### src/hdl/ccfl_pkg.sv
// Constants for the cache control field logic: register fields, sizes.
// Assumes a 128-line direct-mapped cache with 16-byte lines.
package ccfl_pkg;
   localparam int CTL_W = 32;
   localparam int IDX_W = 7;
   localparam int LINES = 128;
   localparam int HALF_LINES = 64;
   localparam int BIT_CACHE_EN = 31;
   localparam int BIT_PUSH_INV_DIS = 28;
   localparam int BIT_FREEZE = 27;
   localparam int BIT_INV_ALL = 24;
   localparam int BIT_INSTR_OFF = 23;
   localparam int BIT_DATA_OFF = 22;
   localparam int BIT_INV_I = 21;
   localparam int BIT_INV_D = 20;
   localparam int BIT_NC_BURST = 10;
   localparam int LFS_LSB = 0;
   localparam int LFS_W = 2;
   localparam int ADDR_IDX_LSB = 4;
   localparam logic [CTL_W-1:0] CTL_RESET = 32'h0000_0000;
   // Bits kept in the register; the invalidate-all bit is a command only.
   localparam logic [CTL_W-1:0] CTL_KEEP_MASK = 32'h98F0_0403;
   localparam logic [IDX_W-1:0] LAST_FULL = 7'h7F;
   localparam logic [IDX_W-1:0] LAST_HALF = 7'h3F;
   typedef enum logic [1:0] {CCFL_IDLE, CCFL_SWEEP, CCFL_FILL} ccfl_state_t;
endpackage

### src/hdl/ccfl_vld_if.sv
// Valid-bit array port between the control logic and the valid memory.
// Assumes one write port and one registered read port.
`timescale 1ns/1ps
`default_nettype none
interface ccfl_vld_if;
   import ccfl_pkg::*;
   logic [IDX_W-1:0] rd_idx;
   logic rd_data;
   logic we;
   logic [IDX_W-1:0] wr_idx;
   logic wr_val;
   modport ctl (output rd_idx, we, wr_idx, wr_val, input rd_data);
   modport mem (input rd_idx, we, wr_idx, wr_val, output rd_data);
endinterface
`default_nettype wire

### src/hdl/ccfl_valid_mem.sv
// Valid bit per cache line with registered read data.
// Assumes software clears the array before it enables the cache.
`timescale 1ns/1ps
`default_nettype none
module ccfl_valid_mem #(
   parameter int LINES_P = ccfl_pkg::LINES
) (
   input wire logic mclk_i,
   input wire logic rst_i,
   ccfl_vld_if.mem vld
);
   import ccfl_pkg::*;
   logic [LINES_P-1:0] bits_r;
   logic rd_r;

   // The line index is fixed at seven bits, so only one size is served.
   if (LINES_P != LINES)
   begin : g_bad_size
      $error("ccfl_valid_mem: LINES_P must equal LINES");
   end

   // The array itself is not reset; it holds no control state.
   always_ff @(posedge mclk_i)
   begin
      if (vld.we)
      begin
         bits_r[vld.wr_idx] <= vld.wr_val;
      end
   end

   // Read data come out of a register one cycle after the index.
   always_ff @(posedge mclk_i or posedge rst_i)
   begin
      if (rst_i)
      begin
         rd_r <= 1'b0;
      end
      else
      begin
         rd_r <= bits_r[vld.rd_idx];
      end
   end

   assign vld.rd_data = rd_r;
endmodule
`default_nettype wire

### src/hdl/ccfl_top.sv
// Cache control register fields and the line valid bookkeeping they steer.
// Assumes the core writes the register by a move-to-control strobe.
`timescale 1ns/1ps
`default_nettype none
module ccfl_top (
   input wire logic mclk_i,
   input wire logic rst_i,
   input wire logic ctl_wr_i,
   input wire logic [ccfl_pkg::CTL_W-1:0] ctl_wdata_i,
   output logic [ccfl_pkg::CTL_W-1:0] ctl_rdata_o,
   input wire logic push_i,
   input wire logic [31:0] push_addr_i,
   input wire logic fill_i,
   input wire logic [31:0] fill_addr_i,
   input wire logic fill_instr_i,
   input wire logic fill_cacheable_i,
   output logic fill_write_o,
   output logic [ccfl_pkg::IDX_W-1:0] fill_idx_o,
   output logic fill_done_o,
   output logic array_en_o,
   output logic icache_on_o,
   output logic dcache_on_o,
   output logic split_o,
   output logic nc_burst_o,
   output logic [ccfl_pkg::LFS_W-1:0] line_fill_size_o,
   output logic busy_o
);
   import ccfl_pkg::*;

   ccfl_vld_if vld ();

   ccfl_state_t state_r, state_nxt;
   logic [CTL_W-1:0] ctl_r, ctl_nxt, wd;
   logic [IDX_W-1:0] cnt_r, cnt_nxt, last_r, last_nxt;
   logic half_r, half_nxt, msb_r, msb_nxt;
   logic [IDX_W-1:0] fidx_r, fidx_nxt;
   logic fok_r, fok_nxt, fwr_nxt, fdone_nxt;
   logic split_now, sweep_go, w_split, idle;

   ccfl_valid_mem #(.LINES_P(LINES)) u_mem (
      .mclk_i(mclk_i),
      .rst_i(rst_i),
      .vld(vld)
   );

   // Line index: full address bits, or a type-selected half when split.
   function automatic logic [IDX_W-1:0] line_idx(input logic [31:0] a,
      input logic spl, input logic instr);
      line_idx = spl ? {instr, a[ADDR_IDX_LSB +: IDX_W-1]}
                     : a[ADDR_IDX_LSB +: IDX_W];
   endfunction

   assign idle = (state_r == CCFL_IDLE);
   assign split_now = !ctl_r[BIT_INSTR_OFF] && !ctl_r[BIT_DATA_OFF];

   // Register write, sweep start, push and fill requests.
   always_comb
   begin
      state_nxt = state_r;
      ctl_nxt = ctl_r;
      cnt_nxt = cnt_r;
      last_nxt = last_r;
      half_nxt = half_r;
      msb_nxt = msb_r;
      fidx_nxt = fidx_r;
      fok_nxt = fok_r;
      fwr_nxt = 1'b0;
      fdone_nxt = 1'b0;
      sweep_go = 1'b0;
      vld.we = 1'b0;
      vld.wr_idx = '0;
      vld.wr_val = 1'b0;
      vld.rd_idx = fidx_r;
      wd = ctl_wdata_i & CTL_KEEP_MASK;
      w_split = !wd[BIT_INSTR_OFF] && !wd[BIT_DATA_OFF];
      if (!w_split)
      begin
         wd[BIT_INV_I] = 1'b0;
         wd[BIT_INV_D] = 1'b0;
      end
      if (ctl_wr_i)
      begin
         ctl_nxt = wd;
      end
      unique case (state_r)
         CCFL_IDLE:
         begin
            if (ctl_wr_i && ctl_wdata_i[BIT_INV_ALL])
            begin
               // Scope from the new value; enable bit plays no part.
               sweep_go = 1'b1;
               cnt_nxt = '0;
               half_nxt = 1'b0;
               msb_nxt = 1'b0;
               last_nxt = LAST_FULL;
               if (w_split && (wd[BIT_INV_I] ^ wd[BIT_INV_D]))
               begin
                  half_nxt = 1'b1;
                  msb_nxt = wd[BIT_INV_I];
                  last_nxt = LAST_HALF;
               end
               if (w_split && wd[BIT_INV_I] && wd[BIT_INV_D])
               begin
                  sweep_go = 1'b0;
               end
               if (sweep_go)
               begin
                  state_nxt = CCFL_SWEEP;
               end
            end
            else if (push_i)
            begin
               if (!ctl_r[BIT_PUSH_INV_DIS])
               begin
                  vld.we = 1'b1;
                  vld.wr_idx = push_addr_i[ADDR_IDX_LSB +: IDX_W];
               end
            end
            else if (fill_i)
            begin
               fidx_nxt = line_idx(fill_addr_i, split_now, fill_instr_i);
               vld.rd_idx = fidx_nxt;
               fok_nxt = fill_cacheable_i && ctl_r[BIT_CACHE_EN]
                  && (fill_instr_i ? !ctl_r[BIT_INSTR_OFF]
                                   : !ctl_r[BIT_DATA_OFF]);
               state_nxt = CCFL_FILL;
            end
         end
         CCFL_SWEEP:
         begin
            vld.we = 1'b1;
            vld.wr_idx = half_r ? {msb_r, cnt_r[IDX_W-2:0]} : cnt_r;
            cnt_nxt = cnt_r + 1'b1;
            if (cnt_r == last_r)
            begin
               state_nxt = CCFL_IDLE;
            end
         end
         CCFL_FILL:
         begin
            // Frozen valid lines stay; invalid ones may still be filled.
            fwr_nxt = fok_r && !(ctl_r[BIT_FREEZE] && vld.rd_data);
            fdone_nxt = 1'b1;
            vld.we = fwr_nxt;
            vld.wr_idx = fidx_r;
            vld.wr_val = 1'b1;
            state_nxt = CCFL_IDLE;
         end
         default:
         begin
            state_nxt = CCFL_IDLE;
         end
      endcase
   end

   // State and output registers; outputs follow the stored fields.
   always_ff @(posedge mclk_i or posedge rst_i)
   begin
      if (rst_i)
      begin
         state_r <= CCFL_IDLE;
         ctl_r <= CTL_RESET;
         cnt_r <= '0;
         last_r <= '0;
         half_r <= 1'b0;
         msb_r <= 1'b0;
         fidx_r <= '0;
         fok_r <= 1'b0;
         ctl_rdata_o <= CTL_RESET;
         fill_write_o <= 1'b0;
         fill_idx_o <= '0;
         fill_done_o <= 1'b0;
         array_en_o <= 1'b0;
         icache_on_o <= 1'b0;
         dcache_on_o <= 1'b0;
         split_o <= 1'b0;
         nc_burst_o <= 1'b0;
         line_fill_size_o <= '0;
         busy_o <= 1'b0;
      end
      else
      begin
         state_r <= state_nxt;
         ctl_r <= ctl_nxt;
         cnt_r <= cnt_nxt;
         last_r <= last_nxt;
         half_r <= half_nxt;
         msb_r <= msb_nxt;
         fidx_r <= fidx_nxt;
         fok_r <= fok_nxt;
         ctl_rdata_o <= ctl_nxt;
         fill_write_o <= fwr_nxt;
         fill_idx_o <= fidx_r;
         fill_done_o <= fdone_nxt;
         array_en_o <= ctl_nxt[BIT_CACHE_EN];
         icache_on_o <= ctl_nxt[BIT_CACHE_EN] && !ctl_nxt[BIT_INSTR_OFF];
         dcache_on_o <= ctl_nxt[BIT_CACHE_EN] && !ctl_nxt[BIT_DATA_OFF];
         split_o <= ctl_nxt[BIT_CACHE_EN] && !ctl_nxt[BIT_INSTR_OFF]
            && !ctl_nxt[BIT_DATA_OFF];
         nc_burst_o <= ctl_nxt[BIT_NC_BURST];
         line_fill_size_o <= ctl_nxt[LFS_LSB +: LFS_W];
         busy_o <= (state_nxt != CCFL_IDLE);
      end
   end

   // Length of each sweep stretch, watched by the sweep check.
   logic [7:0] blen_r;
   always_ff @(posedge mclk_i or posedge rst_i)
   begin
      if (rst_i)
      begin
         blen_r <= '0;
      end
      else
      begin
         blen_r <= (state_r == CCFL_SWEEP) ? blen_r + 8'h01 : 8'h00;
      end
   end
endmodule
`default_nettype wire

### config.mk
export PLATFORM = sky130hd
export DESIGN_NAME = ccfl_top
export DESIGN_NICKNAME = d
export VERILOG_FILES = /design/src/hdl/ccfl_pkg.sv /design/src/hdl/ccfl_vld_if.sv /design/src/hdl/ccfl_valid_mem.sv /design/src/hdl/ccfl_top.sv
export SDC_FILE = /design/constraint.sdc
export NUM_CORES = 1
export LEC_CHECK = 0
export BUFFER_PORTS_ARGS = -buffer_cell sky130_fd_sc_hd__buf_4
export CAP_MARGIN = 20
export CORE_MARGIN = 2
export CORE_UTILIZATION = 50
export DETAILED_ROUTE_END_ITERATION = 12
export PLACE_DENSITY = 0.75
export SLEW_MARGIN = 20
export SYNTH_ARGS = -nofsm -noshare
export SYNTH_HDL_FRONTEND = slang
export SYNTH_SLANG_ARGS = --single-unit
### constraint.sdc
create_clock -name mclk_i -period 4.45 [get_ports mclk_i]
set_input_delay 0.2225 -clock mclk_i [delete_from_list [all_inputs] [get_ports mclk_i]]
set_output_delay 0.2225 -clock mclk_i [all_outputs]
set_load 0.03 [all_outputs]
==> flow_metrics.py, run 1 <==
metrics = {
    "run_status": {
        "status": "completed",
    },
    "finish": {
        "n_antenna_cell": 0,
        "drive_gt1_share_pct": 16.8,
        "fin_util_pct": 58.0,
        "final_cell_area_um2": 9220,
        "area_delta_synth_final_pct": 13.8,
        "stdcell_count": 1001,
        "fin_nets": 876,
        "fillers": 1293,
    },
    "place": {
        "gp_congestion": 0.925,
        "dpl_worst_slack_ns": 0.829,
        "port_buffers": 58,
        "placed_area_um2": 8620,
        "place_inst": 968,
        "hpwl_mm": 12.3,
    },
    "clock_tree": {
        "clk_pin_slew_ns": 0.07,
        "cts_tree": "built",
        "htree_levels": 4,
        "clock-sinks": 173,
        "cts_resized": 0,
        "clk_path_buf_depth": 2,
        "cts_root_buffer": "clkbuf_16",
        "cts_buffers": 17,
        "clk_latency_ns": 0.44,
    },
    "routing": {
        "postRouteAntennaNets": 0,
        "wire_per_inst_um": 20.0,
        "vias": 6010,
        "drt_iter0_drc": 876,
        "dr.pass1.iters": 6,
        "drc": 0,
        "drt-vias-per-instance": 6.00,
        "drt-total-wl_mm": 20.0,
    },
    "floorplanning": {
        "io_pins": 152,
        "die_h_um": 131,
        "rows": 46,
        "dieArea_um2": 17200,
        "core_region_area_um2": 15900,
        "start_util_pct": 51.0,
        "die_w_um": 131,
    },
    "power_and_ir_drop": {
        "power_mw": 5.81,
        "powerDensity_nw_per_um2": 631,
        "internal_power_mw": 3.45,
        "p_seq_share_pct": 35.2,
        "ir_drop_mv": 0.391,
        "clock_power_share_pct": 25.5,
        "leakagePower_nw": 3.49,
        "pwr-share-comb_pct": 39.3,
        "switching_power_mw": 2.36,
        "swShare_pct": 40.6,
    },
    "critical_path": {
        "startpoint": "state_r[1]",
        "r2r_end": "u_mem.vld.rd_data",
        "crit_path_max_fanout": 41,
        "r2r_setup_slack_ns": 0.68,
        "critPathCaptureType": "flop",
        "worst_r2r_path_depth": 9,
        "path_cells": "a211oi_4 -> and3_1 -> nor2_4 -> clkinv_4 -> mux2_2 -> o22ai_1 -> a2111oi_0 -> a31oi_1 -> a32oi_1",
        "cp.arrival_ns": 4.10,
        "r2r-start": "state_r[1]",
        "cp_slowest_cell": "a2111oi_0",
        "crit_type": "flop to flop",
        "worst_setup_path_start_kind": "flop",
        "cp_data_required_time_ns": 4.78,
        "cp_slowest_stage_delay_ns": 0.70,
    },
    "yosys": {
        "synth_seq_area_share_pct": 61.4,
        "yosysWarnings": 0,
        "synth-seq-cells": 173,
        "yosysTopAreaCell": "edfxtp_1",
        "synth_top_area_share_pct": 47.5,
        "synth.area.top_cells": "edfxtp_1 (47%), dfrtp_1 (14%), nor2_1 (6.9%)",
        "synth_most_common_cell": "nor2_1",
        "synth_edf_count": 128,
        "yosys-top-cells-count": "nor2_1 (149), edfxtp_1 (128), nand2_1 (69)",
        "synth_top_flop_cell": "edfxtp_1",
        "synth.avg_cell_area_um2": 11.2,
        "async_flop_share_pct": 26.0,
        "ys_types": 60,
        "synth_area_um2": 8100,
        "synthCells": 720,
    },
    "sta": {
        "setup_viol": 0,
        "finalCritPeriodShare_pct": 84.8,
        "fin_setup_tns_ns": 0,
        "rsz0062_at_grt": "false",
        "fin_worst_skew_ns": 0.0153,
        "tightestPinTransition_ns": 1.04,
        "min_period_ns": 3.77,
        "hold_viol": 0,
        "slew_headroom_pct": 30.7,
        "holdWs_ns": 0.0113,
        "setup_slack_ns": 0.677,
        "slew_viol_final": 0,
        "fmax_mhz": 265,
    },
    "flow_run": {
        "drv_cap": 0,
    },
    "grt": {
        "grt.overflow.total": 0,
        "grt_pass1_vias": 5768,
        "antenna_found_initial": 0,
        "grt_max_degree": 88,
        "grt_usage_pct": 23.6,
        "grt_pass1_wl_mm": 31.1,
    },
    "hold_path": {
        "hold_class": "input port to async pin",
    },
}
[power groups by stage]
stage	sequential (mW)	combinational (mW)	clock [mW]
floorplan	2.12	1.47	0
global placement	2.06	2.19	0
detailed placement	2.07	2.22	0
CTS	2.04	2.24	1.49
global route	2.06	2.43	1.56
finish	2.05	2.29	1.48
[worst max-delay path, delay by kind of cell, from the launching register on]
kind            cells  cell delay, ns
compound gates      5            1.30
simple gates        2            0.87
flops               1            0.69
buf+inv             1            0.43
mux                 1            0.36
[cell usage in the layout, fill, tap and decap left out, types with 17 or more instances in the layout]
cell type / Yosys / layout
nor2_1: 149 / 148
edfxtp_1: 128 / 128
buf_4: 31 / 71
nand2_1: 69 / 69
dfrtp_1: 45 / 45
nand3_1: 30 / 30
mux2i_1: 29 / 29
o21ai_0: 28 / 28
conb_1: 1 / 22
and3_1: 20 / 20
clkbuf_16: 0 / 17
[sequential cells by signal, summed over array words and instances (netlist names), 2 cells and up]
register / flops
state_r: 2
cnt_r: 7
u_mem.bits_r: 128
fill_idx_o: 7
ctl_r: 9
fidx_r: 7
last_r: 2
[cell families after synthesis]
logic type | synth area share, %
AO/OA/AOI/OAI | 11.4
XOR/XNOR | 0.216
adder cells (fa/ha/maj) | 0.154
buffers and inverters | 5.45
flip-flops | 61.4
multiplexers | 5.56
other | 0.0463
AND/OR/NAND/NOR | 15.8
[metal layers]
layer / vias to the layer above / GRT usage [%] / share of wire (%)
li1: 2668 / - / -
met1: 2905 / 30.8 / 38
met2: 386 / 38.2 / 48
met3: 51 / 6.10 / 11
met4: 0 / 8.94 / 2.7
met5: - / 0 / 0
[timing repair]
item                      in CTS  in global routing
hold buffers                   1                  0
setup buffers                  0                  0
hold endpoints to repair       1                  0
[final cells by class]
class | instances | area (um2) | area share (%)
Multi-Input combinational cell | 491 | 2780 | 30.1
Clock buffer | 17 | 425 | 4.62
Timing Repair Buffer | 72 | 543 | 5.89
Inverter | 17 | 68.8 | 0.747
Clock inverter | 15 | 161 | 1.75
Tap cell | 216 | 270 | 2.93
Sequential cell | 173 | 4970 | 53.9
[worst max path at each step]
stage	depth (start not counted)	end	slack, ns
2_1_floorplan	8	u_mem.bits_r[101]	0.20
3_3_place_gp	9	u_mem.vld.rd_data	0.93
4_1_cts	9	u_mem.vld.rd_data	0.80
3_5_place_dp	9	u_mem.vld.rd_data	0.83
6_report	9	u_mem.vld.rd_data	0.68
5_1_grt	9	u_mem.vld.rd_data	0.58
(Power assumes the default switching activity.)
==> run 2, diff against run 1 <==
--- a/config.mk
+++ b/config.mk
@@ -10,7 +10,7 @@
 export CORE_MARGIN = 2
 export CORE_UTILIZATION = 50
 export DETAILED_ROUTE_END_ITERATION = 12
-export PLACE_DENSITY = 0.75
+export PLACE_DENSITY = 0.72
 export SLEW_MARGIN = 20
 export SYNTH_ARGS = -nofsm -noshare
 export SYNTH_HDL_FRONTEND = slang
==> constraint.sdc (replaced) <==
create_clock -name mclk_i -period 3.7 [get_ports mclk_i]
set_input_delay 0.185 -clock mclk_i [delete_from_list [all_inputs] [get_ports mclk_i]]
set_output_delay 0.185 -clock mclk_i [all_outputs]
set_load 0.03 [all_outputs]
==> run 2 against run 1 <==
Clock power rose by 18%. First-iteration DRC count shrank 21%. Largest power group unchanged. Via count is 0.43% higher. Critical endpoint unchanged. Global-route usage rose by 0.69 points. Largest cell class unchanged.
==> flow_metrics.py, run 2 (synthesized netlist as in run 1, its figures left out) <==
metrics = {
    "run_status": {
        "status": "completed",
    },
    "place": {
        "port_buffers": 58,
        "hpwl_mm": 13.1,
        "gp_congestion": 0.919,
        "place_inst": 981,
        "dpl_worst_slack_ns": 0.325,
    },
    "critical_path": {
        "cp_data_required_time_ns": 3.99,
        "worst_setup_path_start_kind": "flop",
        "r2r_end": "u_mem.vld.rd_data",
        "cp.arrival_ns": 3.67,
        "crit_path_max_fanout": 13,
        "r2r-start": "state_r[1]",
        "worst_r2r_path_depth": 10,
        "crit_type": "flop to flop",
        "critPathCaptureType": "flop",
        "r2r_setup_slack_ns": 0.32,
    },
    "routing": {
        "drt-vias-per-instance": 5.92,
        "vias": 6036,
        "postRouteAntennaNets": 0,
        "drt_iter0_drc": 693,
        "drc": 0,
        "drt-total-wl_mm": 20.6,
        "wire_per_inst_um": 20.2,
        "dr.pass1.iters": 5,
    },
    "floorplanning": {
        "io_pins": 152,
        "die_h_um": 131,
        "core_region_area_um2": 15900,
        "rows": 46,
        "start_util_pct": 51.0,
        "dieArea_um2": 17200,
        "die_w_um": 131,
    },
    "sta": {
        "fmax_mhz": 296,
        "setup_viol": 0,
        "fin_setup_tns_ns": 0,
        "hold_viol": 0,
        "slew_viol_final": 0,
        "setup_slack_ns": 0.317,
        "slew_headroom_pct": 36.9,
        "tightestPinTransition_ns": 0.945,
        "rsz0062_at_grt": "false",
        "min_period_ns": 3.38,
        "fin_worst_skew_ns": 0.00866,
        "finalCritPeriodShare_pct": 91.4,
    },
    "clock_tree": {
        "htree_levels": 4,
        "clk_pin_slew_ns": 0.07,
        "clk_path_buf_depth": 2,
        "cts_buffers": 17,
        "clock-sinks": 173,
        "cts_setup_buffers": 0,
        "cts_root_buffer": "clkbuf_16",
        "cts_tree": "built",
        "clk_latency_ns": 0.43,
    },
    "hold_path": {
        "hold_depth": 2,
        "worstHoldStart": "ctl_wdata_i[22]",
        "hold_class": "input port to flop",
        "worstHoldEndpoint": "ctl_r[22]",
    },
    "grt": {
        "use_met1_pct": 33.2,
        "grt_pass1_vias": 5867,
        "antenna_found_initial": 0,
        "busiest_layer": "met2",
        "grt_usage_pct": 24.3,
        "met2_usage_pct": 38.5,
        "grt_pass1_wl_mm": 32.4,
        "use_met3_pct": 4.40,
        "grt.overflow.total": 0,
        "grt_max_degree": 73,
    },
    "finish": {
        "area_delta_synth_final_pct": 15.7,
        "top_register": "u_mem.bits_r",
        "n_antenna_cell": 0,
        "largest_registers": "u_mem.bits_r x128, ctl_r x9",
        "drive_gt1_share_pct": 17.9,
        "final_cell_mix": "nor2_1 (148), edfxtp_1 (128), buf_4 (83)",
        "fin_nets": 895,
        "layout_commonest_cell": "nor2_1",
        "stdcell_count": 1019,
        "largest_reg_flops": 128,
    },
    "power_and_ir_drop": {
        "pwr-share-comb_pct": 40.7,
        "clock_power_share_pct": 24.6,
        "leakagePower_nw": 3.57,
        "switching_power_mw": 2.88,
        "p_seq_share_pct": 34.7,
        "powerDensity_nw_per_um2": 759,
        "ir_drop_mv": 0.440,
        "swShare_pct": 40.5,
        "internal_power_mw": 4.23,
    },
    "flow_run": {
        "drv_cap": 0,
    },
}
## run 2: changes by cell type in the layout (fill, tap and decap cells not counted), moves of 2 or more
cell / delta
dlygate4sd3_1: +6
buf_4: +12
inv_8: -2
clkinv_4: -2
clkinv_2: +2
## run 2: worst max path at each step
| stage | slack (ns) | from | end | cells past startpoint |
|---|---|---|---|---|
| 2_1_floorplan | 0.66 | state_r[1] | u_mem.bits_r[53] | 8 |
| 3_3_place_gp | 0.49 | state_r[1] | u_mem.vld.rd_data | 10 |
| 3_5_place_dp | 0.32 | state_r[1] | u_mem.vld.rd_data | 10 |
| 4_1_cts | 0.32 | state_r[1] | u_mem.vld.rd_data | 10 |
| 5_1_grt | 0.13 | state_r[1] | u_mem.vld.rd_data | 10 |
| 6_report | 0.32 | state_r[1] | u_mem.vld.rd_data | 10 |
## run 2: timing repair
action                                 in CTS  in global routing
hold buffers                                7                  0
endpoints found under the hold margin      10                  0
gates resized for setup                     0                  0
## run 2: critical path: stages (launching register included)
cell	delay [ns]
dfrtp_1	0.56
a211o_1	0.38
o21ai_0	0.35
and2_1	0.37
inv_1	0.32
buf_4	0.26
a211oi_1	0.22
o221ai_1	0.19
a22o_1	0.26
a31oi_1	0.17
a32oi_1	0.16
## run 2: per-layer routing
layer  part of all wire [%]  wire length, um
met5                      0                0
met2                     48             9840
met3                    8.4             1730
met4                    2.5              520
met1                     41             8490
## run 2: layout make-up
cell class | instances | area [um2]
clock buffer | 17 | 425
clock inverter | 14 | 143
fill | 1275 | 6520
inverter | 17 | 70.1
multi-input combinational | 491 | 2780
sequential | 173 | 4970
tap | 216 | 270
timing repair buffer | 91 | 713
## run 2: per-stage QoR
| stage | instance area (um2) | util (%) | hold slack (ns) | total power [mW] |
|---|---|---|---|---|
| 6_report | 9370 | 59.0 | 0.0293 | 7.11 |
| 5_1_grt | 9370 | 59.0 | 0.0245 | 7.42 |
| 4_1_cts | 9370 | 59.0 | 0.0153 | 7.06 |
| 3_5_place_dp | 8730 | 55.0 | 0.388 | 5.32 |
| 3_3_place_gp | 8730 | 55.0 | 0.390 | 5.26 |
| 2_1_floorplan | 8180 | - | 0.274 | 4.32 |
## run 2: power by group through the flow
stage / sequential (mW) / clock [mW] / combinational (mW)
2_1_floorplan: 2.55 / 0 / 1.77
3_3_place_gp: 2.49 / 0 / 2.77
3_5_place_dp: 2.50 / 0 / 2.82
4_1_cts: 2.46 / 1.76 / 2.84
5_1_grt: 2.49 / 1.85 / 3.08
6_report: 2.47 / 1.75 / 2.90
==> run 3, diff against run 2 <==
--- a/config.mk
+++ b/config.mk
@@ -8,9 +8,9 @@
 export BUFFER_PORTS_ARGS = -buffer_cell sky130_fd_sc_hd__buf_4
 export CAP_MARGIN = 20
 export CORE_MARGIN = 2
-export CORE_UTILIZATION = 50
+export CORE_UTILIZATION = 56
 export DETAILED_ROUTE_END_ITERATION = 12
-export PLACE_DENSITY = 0.72
+export PLACE_DENSITY = 0.79
 export SLEW_MARGIN = 20
 export SYNTH_ARGS = -nofsm -noshare
 export SYNTH_HDL_FRONTEND = slang
==> run 3 against run 2 <==
The run now ends with hold timing left. Sequential share of layout area grew 0.39 points. Clock skew increased by 0.0023 ns. Hold slack worse by 0.064 ns. Routed wire length down 1.7%. Critical endpoint unchanged.
==> flow_metrics.py, run 3 (synthesized netlist as in run 1, its figures left out) <==
metrics = {
    "critical_path": {
        "critPathCaptureType": "flop",
        "crit_path_max_fanout": 18,
        "cp.arrival_ns": 3.75,
        "r2r_setup_slack_ns": 0.22,
        "crit_type": "flop to flop",
        "worst_setup_path_start_kind": "flop",
        "cp_data_required_time_ns": 3.97,
    },
    "floorplanning": {
        "rows": 43,
        "die_h_um": 124,
        "start_util_pct": 57.9,
        "core_region_area_um2": 14000,
        "io_pins": 152,
        "die_w_um": 124,
        "dieArea_um2": 15400,
    },
    "clock_tree": {
        "cts_resized": 0,
        "clk_path_buf_depth": 2,
        "clk_latency_ns": 0.44,
        "cts_buffers": 17,
        "clk_pin_slew_ns": 0.07,
        "clock-sinks": 173,
        "cts_root_buffer": "clkbuf_16",
        "htree_levels": 4,
        "cts_tree": "built",
    },
    "finish": {
        "final_cell_mix": "nor2_1 (148), edfxtp_1 (128), buf_4 (83)",
        "fin_util_pct": 66.5,
        "n_antenna_cell": 0,
        "area_delta_synth_final_pct": 14.8,
        "top_register": "u_mem.bits_r",
        "stdcell_count": 982,
        "final_cell_area_um2": 9300,
        "fin_nets": 893,
        "largest_reg_flops": 128,
        "layout_commonest_cell": "nor2_1",
        "largest_registers": "u_mem.bits_r x128, ctl_r x9",
        "drive_gt1_share_pct": 18.2,
    },
    "run_status": {
        "violations": "hold timing",
        "status": "finished, violations left",
    },
    "place": {
        "hpwl_mm": 13.0,
        "dpl_worst_slack_ns": 0.335,
        "gp_congestion": 0.927,
        "placed_area_um2": 8660,
        "port_buffers": 58,
        "place_inst": 944,
    },
    "grt": {
        "grt_pass1_vias": 6010,
        "grt_usage_pct": 26.7,
        "grt_max_degree": 90,
        "grt_pass1_wl_mm": 32.1,
        "antenna_found_initial": 0,
        "grt.overflow.total": 0,
    },
    "sta": {
        "tightestPinTransition_ns": 0.924,
        "fmax_mhz": 288,
        "fin_worst_skew_ns": 0.0109,
        "rsz0062_at_grt": "false",
        "setup_slack_ns": 0.224,
        "finalCritPeriodShare_pct": 93.9,
        "holdWs_ns": -0.0349,
        "slew_viol_final": 0,
        "hold_viol": 45,
        "fin_setup_tns_ns": 0,
        "slew_headroom_pct": 38.3,
        "min_period_ns": 3.48,
        "setup_viol": 0,
    },
    "hold_path": {
        "hold_class": "input port to async pin",
    },
    "routing": {
        "wire_per_inst_um": 20.6,
        "vias": 6086,
        "drt-total-wl_mm": 20.2,
        "drt_iter0_drc": 853,
        "dr.pass1.iters": 6,
        "drc": 0,
        "drt-vias-per-instance": 6.20,
        "postRouteAntennaNets": 0,
    },
    "flow_run": {
        "drv_cap": 0,
    },
    "power_and_ir_drop": {
        "power_mw": 7.05,
        "leakagePower_nw": 3.57,
        "powerDensity_nw_per_um2": 758,
        "ir_drop_mv": 0.446,
    },
}
## run 3: layout make-up
cell class	count	area, um2
clock buffer	18	429
inverter	17	68.8
tap	180	225
sequential	173	4970
fill	1020	4690
timing repair buffer	89	683
clock inverter	14	146
multi-input combinational	491	2780
## run 3: final timing paths
kind,startpoint,end,cells after the start
min in group mclk_i,ctl_wdata_i[21],msb_r,3
max,state_r[0],u_mem.vld.rd_data,11
max reg2reg,state_r[0],u_mem.vld.rd_data,11
min,rst_i,half_r,2
min reg2reg,fidx_r[4],fill_idx_o[4],0
max in group asynchronous,rst_i,fok_r,2
## run 3: routing by layer
layer,global-route usage (%),wire length [um],part of all wire (%)
met1,34.5,7670,38
met2,43.9,9780,48
met5,0,0,0
met4,11.9,813,4.0
met3,5.37,1940,9.6
## run 3: worst max-delay path: stages, from the launching register on
cell	delay, ns
dfrtp_1	0.41
buf_4	0.21
a211o_1	0.36
o21ai_0	0.37
and2_1	0.35
inv_1	0.31
buf_4	0.27
a211oi_1	0.27
o21ai_0	0.13
a211o_1	0.33
a31oi_1	0.17
a32oi_1	0.12
## run 3: what timing repair did
item / 4_1_cts / 5_1_grt
setup buffers: 0 / 0
setup endpoints to repair: 0 / 0
hold buffers: 6 / 0
endpoints found under the hold margin: 6 / 0
## run 3: report_power, final
part           internal, mW  total [mW]  switching, mW
sequential             2.29        2.45          0.157
combinational         0.917        2.84           1.92
clock                 0.956        1.76          0.809
